<file path="src/hdl/dcss_pkg.sv">
// Purpose: constants and carrier types for the drive command source selector
// Assumes: one clock, mode codes as plain unsigned numbers
// Notes: behaviour list below
// Behaviour
// RULE_01 - output stage enabled only while both safety enables are high; stage_en is registered and holds while clk_en is low
// RULE_02 - mode 0: start, stop, direction from digital contacts only
// RULE_03 - mode 1: start, stop, direction from fieldbus drive-profile machine
// RULE_04 - mode 2: start, stop, direction from protocol logic command bits
// RULE_05 - mode 3: start/stop from keypad, direction from contacts
// RULE_06 - mode 4: start/stop from keypad or contacts, direction from contacts
// RULE_07 - mode 14: start/stop from keypad or contacts, direction from keypad
// RULE_08 - mode 5: three-wire control, direction and hold from contacts
// RULE_09 - mode 13: start, stop, direction all from keypad
// RULE_10 - modes 20/23/24: clockwise only, start from contacts/keypad/either
// RULE_11 - modes 30/33/34: as 20/23/24 but anticlockwise only
// RULE_12 - mode 43: start/stop from contacts, direction from keypad or contacts
// RULE_13 - mode 44: start, stop, direction from keypad or contacts
// RULE_14 - mode 46: three-wire, direction and hold from contacts or keypad
// RULE_15 - mode change while running keeps running unless new source stops
// RULE_16 - unlisted mode code written is ignored, old mode stays
package dcss_pkg;

  localparam int MODE_W = 6;

  localparam logic [MODE_W-1:0] MODE_CONTACTS   = 6'h00;
  localparam logic [MODE_W-1:0] MODE_PROFILE    = 6'h01;
  localparam logic [MODE_W-1:0] MODE_REMOTE     = 6'h02;
  localparam logic [MODE_W-1:0] MODE_KP_DIRCON  = 6'h03;
  localparam logic [MODE_W-1:0] MODE_BOTH_DIRCON = 6'h04;
  localparam logic [MODE_W-1:0] MODE_3W_CON     = 6'h05;
  localparam logic [MODE_W-1:0] MODE_KP_DIRKP   = 6'h0d;
  localparam logic [MODE_W-1:0] MODE_BOTH_DIRKP = 6'h0e;
  localparam logic [MODE_W-1:0] MODE_CW_CON     = 6'h14;
  localparam logic [MODE_W-1:0] MODE_CW_KP      = 6'h17;
  localparam logic [MODE_W-1:0] MODE_CW_BOTH    = 6'h18;
  localparam logic [MODE_W-1:0] MODE_ACW_CON    = 6'h1e;
  localparam logic [MODE_W-1:0] MODE_ACW_KP     = 6'h21;
  localparam logic [MODE_W-1:0] MODE_ACW_BOTH   = 6'h22;
  localparam logic [MODE_W-1:0] MODE_CON_DIRANY = 6'h2b;
  localparam logic [MODE_W-1:0] MODE_ANY_ANY    = 6'h2c;
  localparam logic [MODE_W-1:0] MODE_3W_ANY     = 6'h2e;

  localparam logic [MODE_W-1:0] MODE_RESET      = 6'h00;

  // start/stop source select
  typedef enum logic [2:0] {
    DCSS_SS_CON, DCSS_SS_KP, DCSS_SS_ANY, DCSS_SS_PROF, DCSS_SS_REM,
    DCSS_SS_3W_CON, DCSS_SS_3W_ANY
  } dcss_ss_t;

  // direction source select
  typedef enum logic [2:0] {
    DCSS_DIR_CON, DCSS_DIR_KP, DCSS_DIR_ANY, DCSS_DIR_PROF, DCSS_DIR_REM,
    DCSS_DIR_CW, DCSS_DIR_ACW
  } dcss_dsel_t;

  // one command source: run request, stop request, direction request
  typedef struct packed {
    logic start_cw;
    logic start_acw;
    logic stop;
  } dcss_cmd_t;

  typedef struct packed {
    dcss_ss_t   ss;
    dcss_dsel_t dir;
    logic       valid;
  } dcss_route_t;

endpackage : dcss_pkg

</file>
<file path="src/hdl/dcss_mode_decode.sv">
// Purpose: maps a command-source mode code to its start/stop and direction routes
// Assumes: purely combinational, mode code from the control register or its write data
// Notes: valid low marks an unlisted code
`timescale 1ns/10ps
`default_nettype none
module dcss_mode_decode (
  input  wire logic [dcss_pkg::MODE_W-1:0] mode,  // mode code
  output var  dcss_pkg::dcss_route_t       route  // decoded routing
);

  always_comb begin
    route = '{ss: dcss_pkg::DCSS_SS_CON, dir: dcss_pkg::DCSS_DIR_CON, valid: 1'b1};
    case (mode)
      dcss_pkg::MODE_CONTACTS:    route = '{dcss_pkg::DCSS_SS_CON,    dcss_pkg::DCSS_DIR_CON,  1'b1};
      dcss_pkg::MODE_PROFILE:     route = '{dcss_pkg::DCSS_SS_PROF,   dcss_pkg::DCSS_DIR_PROF, 1'b1};
      dcss_pkg::MODE_REMOTE:      route = '{dcss_pkg::DCSS_SS_REM,    dcss_pkg::DCSS_DIR_REM,  1'b1};
      dcss_pkg::MODE_KP_DIRCON:   route = '{dcss_pkg::DCSS_SS_KP,     dcss_pkg::DCSS_DIR_CON,  1'b1};
      dcss_pkg::MODE_BOTH_DIRCON: route = '{dcss_pkg::DCSS_SS_ANY,    dcss_pkg::DCSS_DIR_CON,  1'b1};
      dcss_pkg::MODE_3W_CON:      route = '{dcss_pkg::DCSS_SS_3W_CON, dcss_pkg::DCSS_DIR_CON,  1'b1};
      dcss_pkg::MODE_KP_DIRKP:    route = '{dcss_pkg::DCSS_SS_KP,     dcss_pkg::DCSS_DIR_KP,   1'b1};
      dcss_pkg::MODE_BOTH_DIRKP:  route = '{dcss_pkg::DCSS_SS_ANY,    dcss_pkg::DCSS_DIR_KP,   1'b1};
      dcss_pkg::MODE_CW_CON:      route = '{dcss_pkg::DCSS_SS_CON,    dcss_pkg::DCSS_DIR_CW,   1'b1};
      dcss_pkg::MODE_CW_KP:       route = '{dcss_pkg::DCSS_SS_KP,     dcss_pkg::DCSS_DIR_CW,   1'b1};
      dcss_pkg::MODE_CW_BOTH:     route = '{dcss_pkg::DCSS_SS_ANY,    dcss_pkg::DCSS_DIR_CW,   1'b1};
      dcss_pkg::MODE_ACW_CON:     route = '{dcss_pkg::DCSS_SS_CON,    dcss_pkg::DCSS_DIR_ACW,  1'b1};
      dcss_pkg::MODE_ACW_KP:      route = '{dcss_pkg::DCSS_SS_KP,     dcss_pkg::DCSS_DIR_ACW,  1'b1};
      dcss_pkg::MODE_ACW_BOTH:    route = '{dcss_pkg::DCSS_SS_ANY,    dcss_pkg::DCSS_DIR_ACW,  1'b1};
      dcss_pkg::MODE_CON_DIRANY:  route = '{dcss_pkg::DCSS_SS_CON,    dcss_pkg::DCSS_DIR_ANY,  1'b1};
      dcss_pkg::MODE_ANY_ANY:     route = '{dcss_pkg::DCSS_SS_ANY,    dcss_pkg::DCSS_DIR_ANY,  1'b1};
      dcss_pkg::MODE_3W_ANY:      route = '{dcss_pkg::DCSS_SS_3W_ANY, dcss_pkg::DCSS_DIR_ANY,  1'b1};
      default:                    route.valid = 1'b0;
    endcase
  end

endmodule : dcss_mode_decode
`default_nettype wire

</file>
<file path="src/hdl/dcss_top.sv">
// Purpose: selects start, stop and direction commands by command-source mode
// Assumes: all inputs synchronous to clk; sources give level commands
// Notes: run and direction held in flip-flops; outputs registered
`timescale 1ns/10ps
`default_nettype none
module dcss_top (
  input  wire logic                        clk,           // 250 MHz clock
  input  wire logic                        arst_n,        // async reset, low active
  input  wire logic                        clk_en,        // freezes all state when low
  input  wire logic [dcss_pkg::MODE_W-1:0] mode_wdata,    // new mode code
  input  wire logic                        mode_we,       // mode write strobe
  input  wire dcss_pkg::dcss_cmd_t         con_cmd,       // digital contacts
  input  wire logic                        con_hold,      // contact three-wire hold
  input  wire dcss_pkg::dcss_cmd_t         kp_cmd,        // keypad
  input  wire logic                        kp_hold,       // keypad three-wire hold
  input  wire dcss_pkg::dcss_cmd_t         prof_cmd,      // drive-profile machine
  input  wire dcss_pkg::dcss_cmd_t         rem_cmd,       // protocol logic bits
  input  wire logic                        safety_enable_in_a, // safety enable a
  input  wire logic                        safety_enable_in_b, // safety enable b
  output logic [dcss_pkg::MODE_W-1:0]      mode_q,        // active mode code
  output logic                             run,           // drive running
  output logic                             dir_acw,       // 1 anticlockwise
  output logic                             stage_en,      // output stage enable
  output logic                             mode_rejected  // last write ignored
);

  dcss_pkg::dcss_route_t route_cur;
  dcss_pkg::dcss_route_t route_new;

  logic [dcss_pkg::MODE_W-1:0] mode_reg, mode_next;
  logic run_reg, run_next, dir_reg, dir_next, en_reg, en_next, rej_reg, rej_next;
  logic start_cw, start_acw, stop_req, any_start;
  logic safe_ok;

  dcss_mode_decode u_dec_cur (
    .mode  (mode_reg),
    .route (route_cur)
  );

  dcss_mode_decode u_dec_new (
    .mode  (mode_wdata),
    .route (route_new)
  );

  // merges two sources: start from either, stop from either
  function automatic dcss_pkg::dcss_cmd_t merge(input dcss_pkg::dcss_cmd_t a,
                                                input dcss_pkg::dcss_cmd_t b);
    merge = a | b;
  endfunction : merge

  assign safe_ok = safety_enable_in_a & safety_enable_in_b;

  always_comb begin
    dcss_pkg::dcss_cmd_t ss_cmd;
    dcss_pkg::dcss_cmd_t dir_cmd;
    logic hold;
    ss_cmd  = '0;
    dir_cmd = '0;
    hold    = 1'b1;
    case (route_cur.ss)
      // RULE_02 contacts start
      dcss_pkg::DCSS_SS_CON:    ss_cmd = con_cmd;
      // RULE_09 keypad start
      dcss_pkg::DCSS_SS_KP:     ss_cmd = kp_cmd;
      // RULE_13 either source
      dcss_pkg::DCSS_SS_ANY:    ss_cmd = merge(con_cmd, kp_cmd);
      // RULE_03 profile start
      dcss_pkg::DCSS_SS_PROF:   ss_cmd = prof_cmd;
      // RULE_04 remote bits
      dcss_pkg::DCSS_SS_REM:    ss_cmd = rem_cmd;
      // RULE_08 three-wire contacts
      dcss_pkg::DCSS_SS_3W_CON: begin
        ss_cmd = con_cmd;
        hold   = con_hold;
      end
      // RULE_14 three-wire either
      dcss_pkg::DCSS_SS_3W_ANY: begin
        ss_cmd = merge(con_cmd, kp_cmd);
        hold   = con_hold | kp_hold;
      end
      default:                  ss_cmd = '0;
    endcase
    // three-wire: dropping hold acts as stop
    stop_req = ss_cmd.stop | ~hold;
    case (route_cur.dir)
      // RULE_05 direction contacts
      dcss_pkg::DCSS_DIR_CON:  dir_cmd = con_cmd;
      // RULE_07 direction keypad
      dcss_pkg::DCSS_DIR_KP:   dir_cmd = kp_cmd;
      // RULE_12 direction either
      dcss_pkg::DCSS_DIR_ANY:  dir_cmd = merge(con_cmd, kp_cmd);
      dcss_pkg::DCSS_DIR_PROF: dir_cmd = prof_cmd;
      dcss_pkg::DCSS_DIR_REM:  dir_cmd = rem_cmd;
      // RULE_10 clockwise fixed
      dcss_pkg::DCSS_DIR_CW:   dir_cmd = '{start_cw: 1'b1, start_acw: 1'b0, stop: 1'b0};
      // RULE_11 anticlockwise fixed
      dcss_pkg::DCSS_DIR_ACW:  dir_cmd = '{start_cw: 1'b0, start_acw: 1'b1, stop: 1'b0};
      default:                 dir_cmd = '0;
    endcase
    // RULE_06 start and direction split
    any_start = ss_cmd.start_cw | ss_cmd.start_acw;
    start_cw  = dir_cmd.start_cw & ~dir_cmd.start_acw;
    start_acw = dir_cmd.start_acw & ~dir_cmd.start_cw;
  end

  always_comb begin
    mode_next = mode_reg;
    rej_next  = rej_reg;
    run_next  = run_reg;
    dir_next  = dir_reg;
    if (mode_we) begin
      // RULE_16 unlisted code ignored
      if (route_new.valid) begin
        mode_next = mode_wdata;
        rej_next  = 1'b0;
      end else begin
        rej_next  = 1'b1;
      end
    end
    // RULE_15 run kept across change
    if (stop_req || !safe_ok) begin
      run_next = 1'b0;
    end else if (any_start && (start_cw || start_acw)) begin
      run_next = 1'b1;
      dir_next = start_acw;
    end else if (run_reg && (start_cw || start_acw)) begin
      dir_next = start_acw;
    end
    // RULE_01 both enables high
    en_next = safe_ok & run_next;
  end

  always_ff @(posedge clk or negedge arst_n) begin
    if (!arst_n) begin
      mode_reg <= dcss_pkg::MODE_RESET;
      rej_reg  <= 1'b0;
      run_reg  <= 1'b0;
      dir_reg  <= 1'b0;
      en_reg   <= 1'b0;
    end else if (clk_en) begin
      mode_reg <= mode_next;
      rej_reg  <= rej_next;
      run_reg  <= run_next;
      dir_reg  <= dir_next;
      en_reg   <= en_next;
    end
  end

  assign mode_q        = mode_reg;
  assign run           = run_reg;
  assign dir_acw       = dir_reg;
  assign stage_en      = en_reg;
  assign mode_rejected = rej_reg;

  // RULE_01 enable needs both
  // frozen stage keeps its level, so look only after an enabled edge
  AST_SAFE_GATE: assert property (@(posedge clk) disable iff (!arst_n) // RULE_01
    $past(clk_en) && stage_en |-> $past(safety_enable_in_a) && $past(safety_enable_in_b))
    else $error("stage enabled without both safety enables");

  // RULE_01 enable a low stops
  AST_SAFE_DROP: assert property (@(posedge clk) disable iff (!arst_n) // RULE_01
    clk_en && !safety_enable_in_a |=> !stage_en && !run)
    else $error("safety enable low did not stop stage");

  // RULE_16 unlisted write ignored
  AST_BAD_MODE: assert property (@(posedge clk) disable iff (!arst_n) // RULE_16
    clk_en && mode_we && !route_new.valid |=> mode_q == $past(mode_q) && mode_rejected)
    else $error("unlisted mode was accepted");

  // RULE_16 listed write taken
  AST_GOOD_MODE: assert property (@(posedge clk) disable iff (!arst_n) // RULE_16
    clk_en && mode_we && route_new.valid |=> mode_q == $past(mode_wdata))
    else $error("listed mode not taken");

  // RULE_10 clockwise only
  AST_CW_ONLY: assert property (@(posedge clk) disable iff (!arst_n) // RULE_10
    clk_en && (mode_reg == dcss_pkg::MODE_CW_CON || mode_reg == dcss_pkg::MODE_CW_KP
    || mode_reg == dcss_pkg::MODE_CW_BOTH) && !mode_we && any_start && !stop_req && safe_ok
    |=> run && !dir_acw)
    else $error("clockwise-only mode ran anticlockwise");

  // RULE_11 anticlockwise only
  AST_ACW_ONLY: assert property (@(posedge clk) disable iff (!arst_n) // RULE_11
    clk_en && (mode_reg == dcss_pkg::MODE_ACW_CON || mode_reg == dcss_pkg::MODE_ACW_KP
    || mode_reg == dcss_pkg::MODE_ACW_BOTH) && any_start && !stop_req && safe_ok
    |=> run && dir_acw)
    else $error("anticlockwise-only mode ran clockwise");

  // RULE_02 contacts alone start
  AST_CON_ONLY: assert property (@(posedge clk) disable iff (!arst_n) // RULE_02
    clk_en && mode_reg == dcss_pkg::MODE_CONTACTS && !run && safe_ok
    && !(con_cmd.start_cw || con_cmd.start_acw) |=> !run)
    else $error("contacts mode started without contact start");

  // RULE_09 keypad alone starts
  AST_KP_ONLY: assert property (@(posedge clk) disable iff (!arst_n) // RULE_09
    clk_en && mode_reg == dcss_pkg::MODE_KP_DIRKP && !run
    && !(kp_cmd.start_cw || kp_cmd.start_acw) |=> !run)
    else $error("keypad mode started without keypad start");

  // RULE_15 run kept without stop
  AST_KEEP_RUN: assert property (@(posedge clk) disable iff (!arst_n) // RULE_15
    clk_en && run && safe_ok && !stop_req |=> run)
    else $error("run dropped without stop");

  // RULE_15 stop of source obeyed
  AST_STOP: assert property (@(posedge clk) disable iff (!arst_n) // RULE_15
    clk_en && stop_req |=> !run && !stage_en)
    else $error("stop not obeyed");

  // RULE_01 enable b low stops
  AST_SAFE_DROP_B: assert property (@(posedge clk) disable iff (!arst_n) // RULE_01
    clk_en && !safety_enable_in_b |=> !stage_en && !run)
    else $error("safety enable b low did not stop stage");

  // RULE_03 profile start and direction
  AST_PROF_START: assert property (@(posedge clk) disable iff (!arst_n) // RULE_03
    clk_en && mode_reg == dcss_pkg::MODE_PROFILE && safe_ok && !prof_cmd.stop
    && (prof_cmd.start_cw ^ prof_cmd.start_acw) |=>
    run && dir_acw == $past(prof_cmd.start_acw))
    else $error("profile start not obeyed");

  // RULE_03 other sources ignored
  AST_PROF_IGNORE: assert property (@(posedge clk) disable iff (!arst_n) // RULE_03
    clk_en && mode_reg == dcss_pkg::MODE_PROFILE && !run
    && !(prof_cmd.start_cw || prof_cmd.start_acw) |=> !run)
    else $error("profile mode started without profile start");

  // RULE_04 remote bits start
  AST_REM_START: assert property (@(posedge clk) disable iff (!arst_n) // RULE_04
    clk_en && mode_reg == dcss_pkg::MODE_REMOTE && safe_ok && !rem_cmd.stop
    && (rem_cmd.start_cw ^ rem_cmd.start_acw) |=>
    run && dir_acw == $past(rem_cmd.start_acw))
    else $error("remote start not obeyed");

  // RULE_04 remote stop
  AST_REM_STOP: assert property (@(posedge clk) disable iff (!arst_n) // RULE_04
    clk_en && mode_reg == dcss_pkg::MODE_REMOTE && rem_cmd.stop |=> !run)
    else $error("remote stop not obeyed");

  // RULE_05 keypad alone starts
  AST_KP_DIRCON: assert property (@(posedge clk) disable iff (!arst_n) // RULE_05
    clk_en && mode_reg == dcss_pkg::MODE_KP_DIRCON && !run
    && !(kp_cmd.start_cw || kp_cmd.start_acw) |=> !run)
    else $error("keypad start mode started without keypad");

  // RULE_05 direction from contacts
  AST_DIR_CON: assert property (@(posedge clk) disable iff (!arst_n) // RULE_05
    clk_en && mode_reg == dcss_pkg::MODE_KP_DIRCON && run && safe_ok && !kp_cmd.stop
    && (con_cmd.start_cw ^ con_cmd.start_acw) |=> dir_acw == $past(con_cmd.start_acw))
    else $error("direction not taken from contacts");

  // RULE_06 keypad start, contact direction
  AST_BOTH_DIRCON: assert property (@(posedge clk) disable iff (!arst_n) // RULE_06
    clk_en && mode_reg == dcss_pkg::MODE_BOTH_DIRCON && safe_ok && !con_cmd.stop
    && !kp_cmd.stop && (kp_cmd.start_cw || kp_cmd.start_acw)
    && (con_cmd.start_cw ^ con_cmd.start_acw) |=> run && dir_acw == $past(con_cmd.start_acw))
    else $error("keypad start with contact direction not obeyed");

  // RULE_07 contact start, keypad direction
  AST_BOTH_DIRKP: assert property (@(posedge clk) disable iff (!arst_n) // RULE_07
    clk_en && mode_reg == dcss_pkg::MODE_BOTH_DIRKP && safe_ok && !con_cmd.stop
    && !kp_cmd.stop && (con_cmd.start_cw || con_cmd.start_acw)
    && (kp_cmd.start_cw ^ kp_cmd.start_acw) |=> run && dir_acw == $past(kp_cmd.start_acw))
    else $error("contact start with keypad direction not obeyed");

  // RULE_08 hold low stops
  AST_3W_HOLD: assert property (@(posedge clk) disable iff (!arst_n) // RULE_08
    clk_en && mode_reg == dcss_pkg::MODE_3W_CON && !con_hold |=> !run)
    else $error("three-wire hold low did not stop");

  // RULE_09 keypad stop
  AST_KP_STOP: assert property (@(posedge clk) disable iff (!arst_n) // RULE_09
    clk_en && mode_reg == dcss_pkg::MODE_KP_DIRKP && kp_cmd.stop |=> !run)
    else $error("keypad stop not obeyed");

  // RULE_12 keypad start ignored
  AST_CON_DIRANY: assert property (@(posedge clk) disable iff (!arst_n) // RULE_12
    clk_en && mode_reg == dcss_pkg::MODE_CON_DIRANY && !run
    && !(con_cmd.start_cw || con_cmd.start_acw) |=> !run)
    else $error("contact start mode started without contacts");

  // RULE_13 keypad alone runs
  AST_ANY_ANY: assert property (@(posedge clk) disable iff (!arst_n) // RULE_13
    clk_en && mode_reg == dcss_pkg::MODE_ANY_ANY && safe_ok && !con_cmd.stop && !kp_cmd.stop
    && !con_cmd.start_cw && !con_cmd.start_acw && (kp_cmd.start_cw ^ kp_cmd.start_acw) |=>
    run && dir_acw == $past(kp_cmd.start_acw))
    else $error("keypad command in either-source mode not obeyed");

  // RULE_14 both holds low stop
  AST_3W_ANY_HOLD: assert property (@(posedge clk) disable iff (!arst_n) // RULE_14
    clk_en && mode_reg == dcss_pkg::MODE_3W_ANY && !con_hold && !kp_hold |=> !run)
    else $error("three-wire holds low did not stop");

  // RULE_14 keypad hold keeps run
  AST_3W_ANY_KEEP: assert property (@(posedge clk) disable iff (!arst_n) // RULE_14
    clk_en && mode_reg == dcss_pkg::MODE_3W_ANY && run && safe_ok && kp_hold
    && !con_cmd.stop && !kp_cmd.stop |=> run)
    else $error("keypad hold did not keep run");

  COV_START: cover property (@(posedge clk) disable iff (!arst_n) !run ##1 run);
  COV_MODE_SWITCH_RUN: cover property (@(posedge clk) disable iff (!arst_n)
    run && mode_we ##1 run);
  COV_REJECT: cover property (@(posedge clk) disable iff (!arst_n) !mode_rejected ##1 mode_rejected);
  COV_3W: cover property (@(posedge clk) disable iff (!arst_n)
    mode_reg == dcss_pkg::MODE_3W_ANY && run ##1 !run);
  COV_ACW_RUN: cover property (@(posedge clk) disable iff (!arst_n)
    mode_reg == dcss_pkg::MODE_ACW_BOTH && run && dir_acw);

endmodule : dcss_top
`default_nettype wire

</file>
<file path="config.mk">
export PLATFORM = sky130hd
export DESIGN_NAME = dcss_top
export DESIGN_NICKNAME = d
export VERILOG_FILES = /design/src/hdl/dcss_pkg.sv /design/src/hdl/dcss_mode_decode.sv /design/src/hdl/dcss_top.sv
export SDC_FILE = /design/constraint.sdc
export NUM_CORES = 1
export LEC_CHECK = 0
export BUFFER_PORTS_ARGS = -buffer_cell sky130_fd_sc_hd__buf_2
export CORE_MARGIN = 1.5
export CORE_UTILIZATION = 35
export DETAILED_ROUTE_END_ITERATION = 16
export GPL_ROUTABILITY_DRIVEN = 0
export HOLD_SLACK_MARGIN = 0.03
export SYNTH_ARGS = -nofsm -noshare
export SYNTH_HDL_FRONTEND = slang
export SYNTH_SLANG_ARGS = --single-unit
</file>
<file path="constraint.sdc">
create_clock -name clk -period 3.8 [get_ports clk]
set_input_delay 0.38 -clock clk [delete_from_list [all_inputs] [get_ports clk]]
set_output_delay 0.38 -clock clk [all_outputs]
set_load 0.1 [all_outputs]
</file>
==> results.md <==
* Outcome: finished clean
* Synth Area per Inst at 8.28 µm²
* Fin area at 0.00136 mm²
* Sequential area share after synthesis at 0.219
* CP Class: reg2reg
* WL final at 2840 µm
* Drt drc at 0
* Total core area at 0.00308 mm²
* Leak pwr at 0.607 nW
* Resized cells post-CTS at 0
* Final period util at 0.819
* Max reg flops at 6
* Slew HR at 0.622
* Initial DRT Pass Iterations at 4
* CP most frequent cell: a211oi_2
* Die X at 60.1 µm
* RSZ-0062 raised after global routing: no
* Yosys top cell area share at 0.219
* Hold_sp: mode_wdata[5]
* Largest area contributor in the netlist: dfrtp_1
* Final Hold Vio Count at 0
* Vias at 1187
* Power per cell area at 617 mW/mm²
* Area delta synth->final at 18.8%
* Num CTS Buffers at 3
* Placed inst area at 0.00131 mm²
* Crit end category: register
* Vias in the first global route at 1043
* Final nets at 197
* Setup TNS at 0 ns
* Crit-path max FO at 20
* GR Overflow Total at 0
* Fraction of layout cells with a size suffix above 1 at 0.314
* TritonCTS Sinks at 10
* CTS clk-pin slew, worst paths at 0.07 ns
* CP cell instances: nand2b_1, a32o_1, a211oi_2, inv_2, a21oi_1, nor2_1, o31ai_1, ha_1, a211oi_2, mux2_1
* Initial antenna violation count at 0
* Synth Flop Type: dfrtp_1
* Port-buffer cells at 35
* R2R setup slack at 0.69 ns
* #FFs+latches synth at 10
* Final slew viol count at 0
* Number of flops mapped to enable cells by yosys at 0
* Detailed Route Iter0 Violations at 63
* Post-synthesis mux area share at 0.114
* Die Ht at 60.1 µm
* Clk buf depth at 2
* Rows at 20
* R2R Path End: dir_acw
* Initial cell density of the core at 0.371
* Crit-path max cell delay at 0.59 ns
* Post-synthesis cell area at 0.00114 mm²
* Routed Antenna Nets at 0
* Synth cell count leaders: nor2_1 (12), dfrtp_1 (10), a21oi_1 (7), mux2_2 (7)
* Fmax at 321 MHz
* Hold Path Stages at 2
* Post-synth net total at 165
* Via-to-Cell Ratio at 5.57
* CP startpoint kind: register
* Post-layout min period at 3.11 ns
* H-tree Lvls at 1
* WP buf/inv at 1
* Largest family of logic cells by synthesized area: simple AND/OR/NAND/NOR gates
* Post-synthesis simple-gate area fraction at 0.292
* Post-Synth Adder-Cell Area at 0.0110
* Worst Skew at 0.00429 ns
* Worst slew pin tran at 0.567 ns
* Root buffer cell: clkbuf_4
* Max-Cap Viols at 0
* Reg2reg start: mode_q[3]
* R2r worst-path depth at 10
* Slowest cell on the critical path: dfrtp_1
* GRT Total Usage at 0.166
* Count leader, synth: nor2_1
* Asr flop ratio synth at 1.00
* Hpwl dp at 2170 µm
* Worst EP arrival at 3.26 ns
* Largest net degree at the start of global routing at 21
* Delay-heaviest family, CP: compound AO/OA/AOI/OAI gates
* Final Util at 0.441
* Routed WL per cell at 13.3 µm
* CTS tree: done
* Die area at 0.00362 mm²
* Hold EP: mode_q[5]
* Worst vdd ir at 0.288 mV
* Post-Syn Instances at 138
* Synth cell types at 51
* Worst skew pair latency at 0.27 ns
* Synth Area in Compound Gates at 0.267
* Top cells by area, synth: dfrtp_1 (22%), mux2_2 (6.9%), nor2_1 (3.9%)
* # diodes at 0
* Final setup fails at 0
* IO Count at 36
* Xor and xnor fraction of the mapped netlist area at 0.0230
* Synth Warn # at 0
* Worst hold path type: in2reg
* First-pass GRT wire length at 4620 µm
* CP required at 3.95 ns
-- worst reg2reg max path, delay by kind of cell, from the launching register on --
kind,cells,cell delay [ns]
buffers and inverters,1,0.09
DFF,1,0.59
muxes,1,0.34
adders and majority gates,1,0.31
AOI/OAI and AO/OA,5,1.35
and+or+nand+nor,2,0.31
-- cell type report --
type | count | area, µm²
Fill cell | 322 | 1720
Multi-Input combinational cell | 113 | 808
Sequential cell | 10 | 250
Timing Repair Buffer | 36 | 185
Tap cell | 44 | 55.1
Clock buffer | 4 | 36.3
Inverter | 6 | 22.5
-- through the flow --
step | power (mW) | std cells | hold WS, ns | worst slack (ns)
6_report | 0.837 | 213 | 0.391 | 0.687
5_1_grt | 0.889 | 213 | 0.394 | 0.483
4_1_cts | 0.839 | 213 | 0.388 | 0.698
3_5_place_dp | 0.739 | 208 | 0.256 | 0.714
3_3_place_gp | 0.730 | 208 | 0.251 | 0.830
2_1_floorplan | 0.660 | 138 | 0.0844 | 0.450
-- layer usage --
metal	vias to the layer above	GRT usage	share of wire
li1	587	-	-
met1	564	0.236	0.48
met2	28	0.259	0.48
met3	8	0.0195	0.027
met4	0	0.0540	0.010
met5	-	0	0
-- how the worst max path moves through the flow --
stage / to / cells after the start / from
2_1_floorplan: dir_acw / 11 / mode_q[0]
6_report: dir_acw / 10 / mode_q[3]
3_3_place_gp: dir_acw / 10 / mode_q[3]
3_5_place_dp: dir_acw / 10 / mode_q[3]
4_1_cts: dir_acw / 10 / mode_q[3]
5_1_grt: dir_acw / 10 / mode_q[1]
-- logic make-up (layout without fill, tap and decap cells) --
group,count (synthesis),in the layout
compound gates,42,42
simple gates,55,55
xor+xnor,3,3
fa+ha+maj,1,1
mux,12,12
flops,10,10
buf+inv,15,46
-- what timing repair did --
action                     CTS  global route
buffers inserted             0             0
setup endpoints to repair    0             0
hold endpoints to repair    10             0
hold buffers                 1             0
-- report_power, final --
group	total (mW)	switching (mW)	internal (mW)
Clock	0.0970	0.0387	0.0582
Sequential	0.220	0.0881	0.132
Combinational	0.520	0.353	0.167
Total	0.837	0.480	0.357
-- cells in the final DEF, fill, tap and decap left out, types with 2 or more instances in the layout --
cell,instances
and3b_1,3
nand2_1,4
inv_1,5
mux2i_1,4
o32a_1,2
o21a_1,2
clkbuf_4,3
a211oi_1,3
nand3_1,3
nand4b_1,2
and3_1,3
a22oi_1,2
a31oi_1,2
and4b_1,2
nand2b_1,6
nor2b_1,3
o31a_1,2
o22ai_1,2
nor4bb_1,2
xnor2_1,2
and2_1,2
o31ai_1,2
nor2_1,12
buf_2,35
dfrtp_1,10
nor4_1,2
nor3_1,3
mux2_2,7
o21ai_1,2
or3_1,2
a21oi_1,7
a211oi_2,2
o21ai_0,6
a211o_1,2
Power figures use the tool's default switching activity.
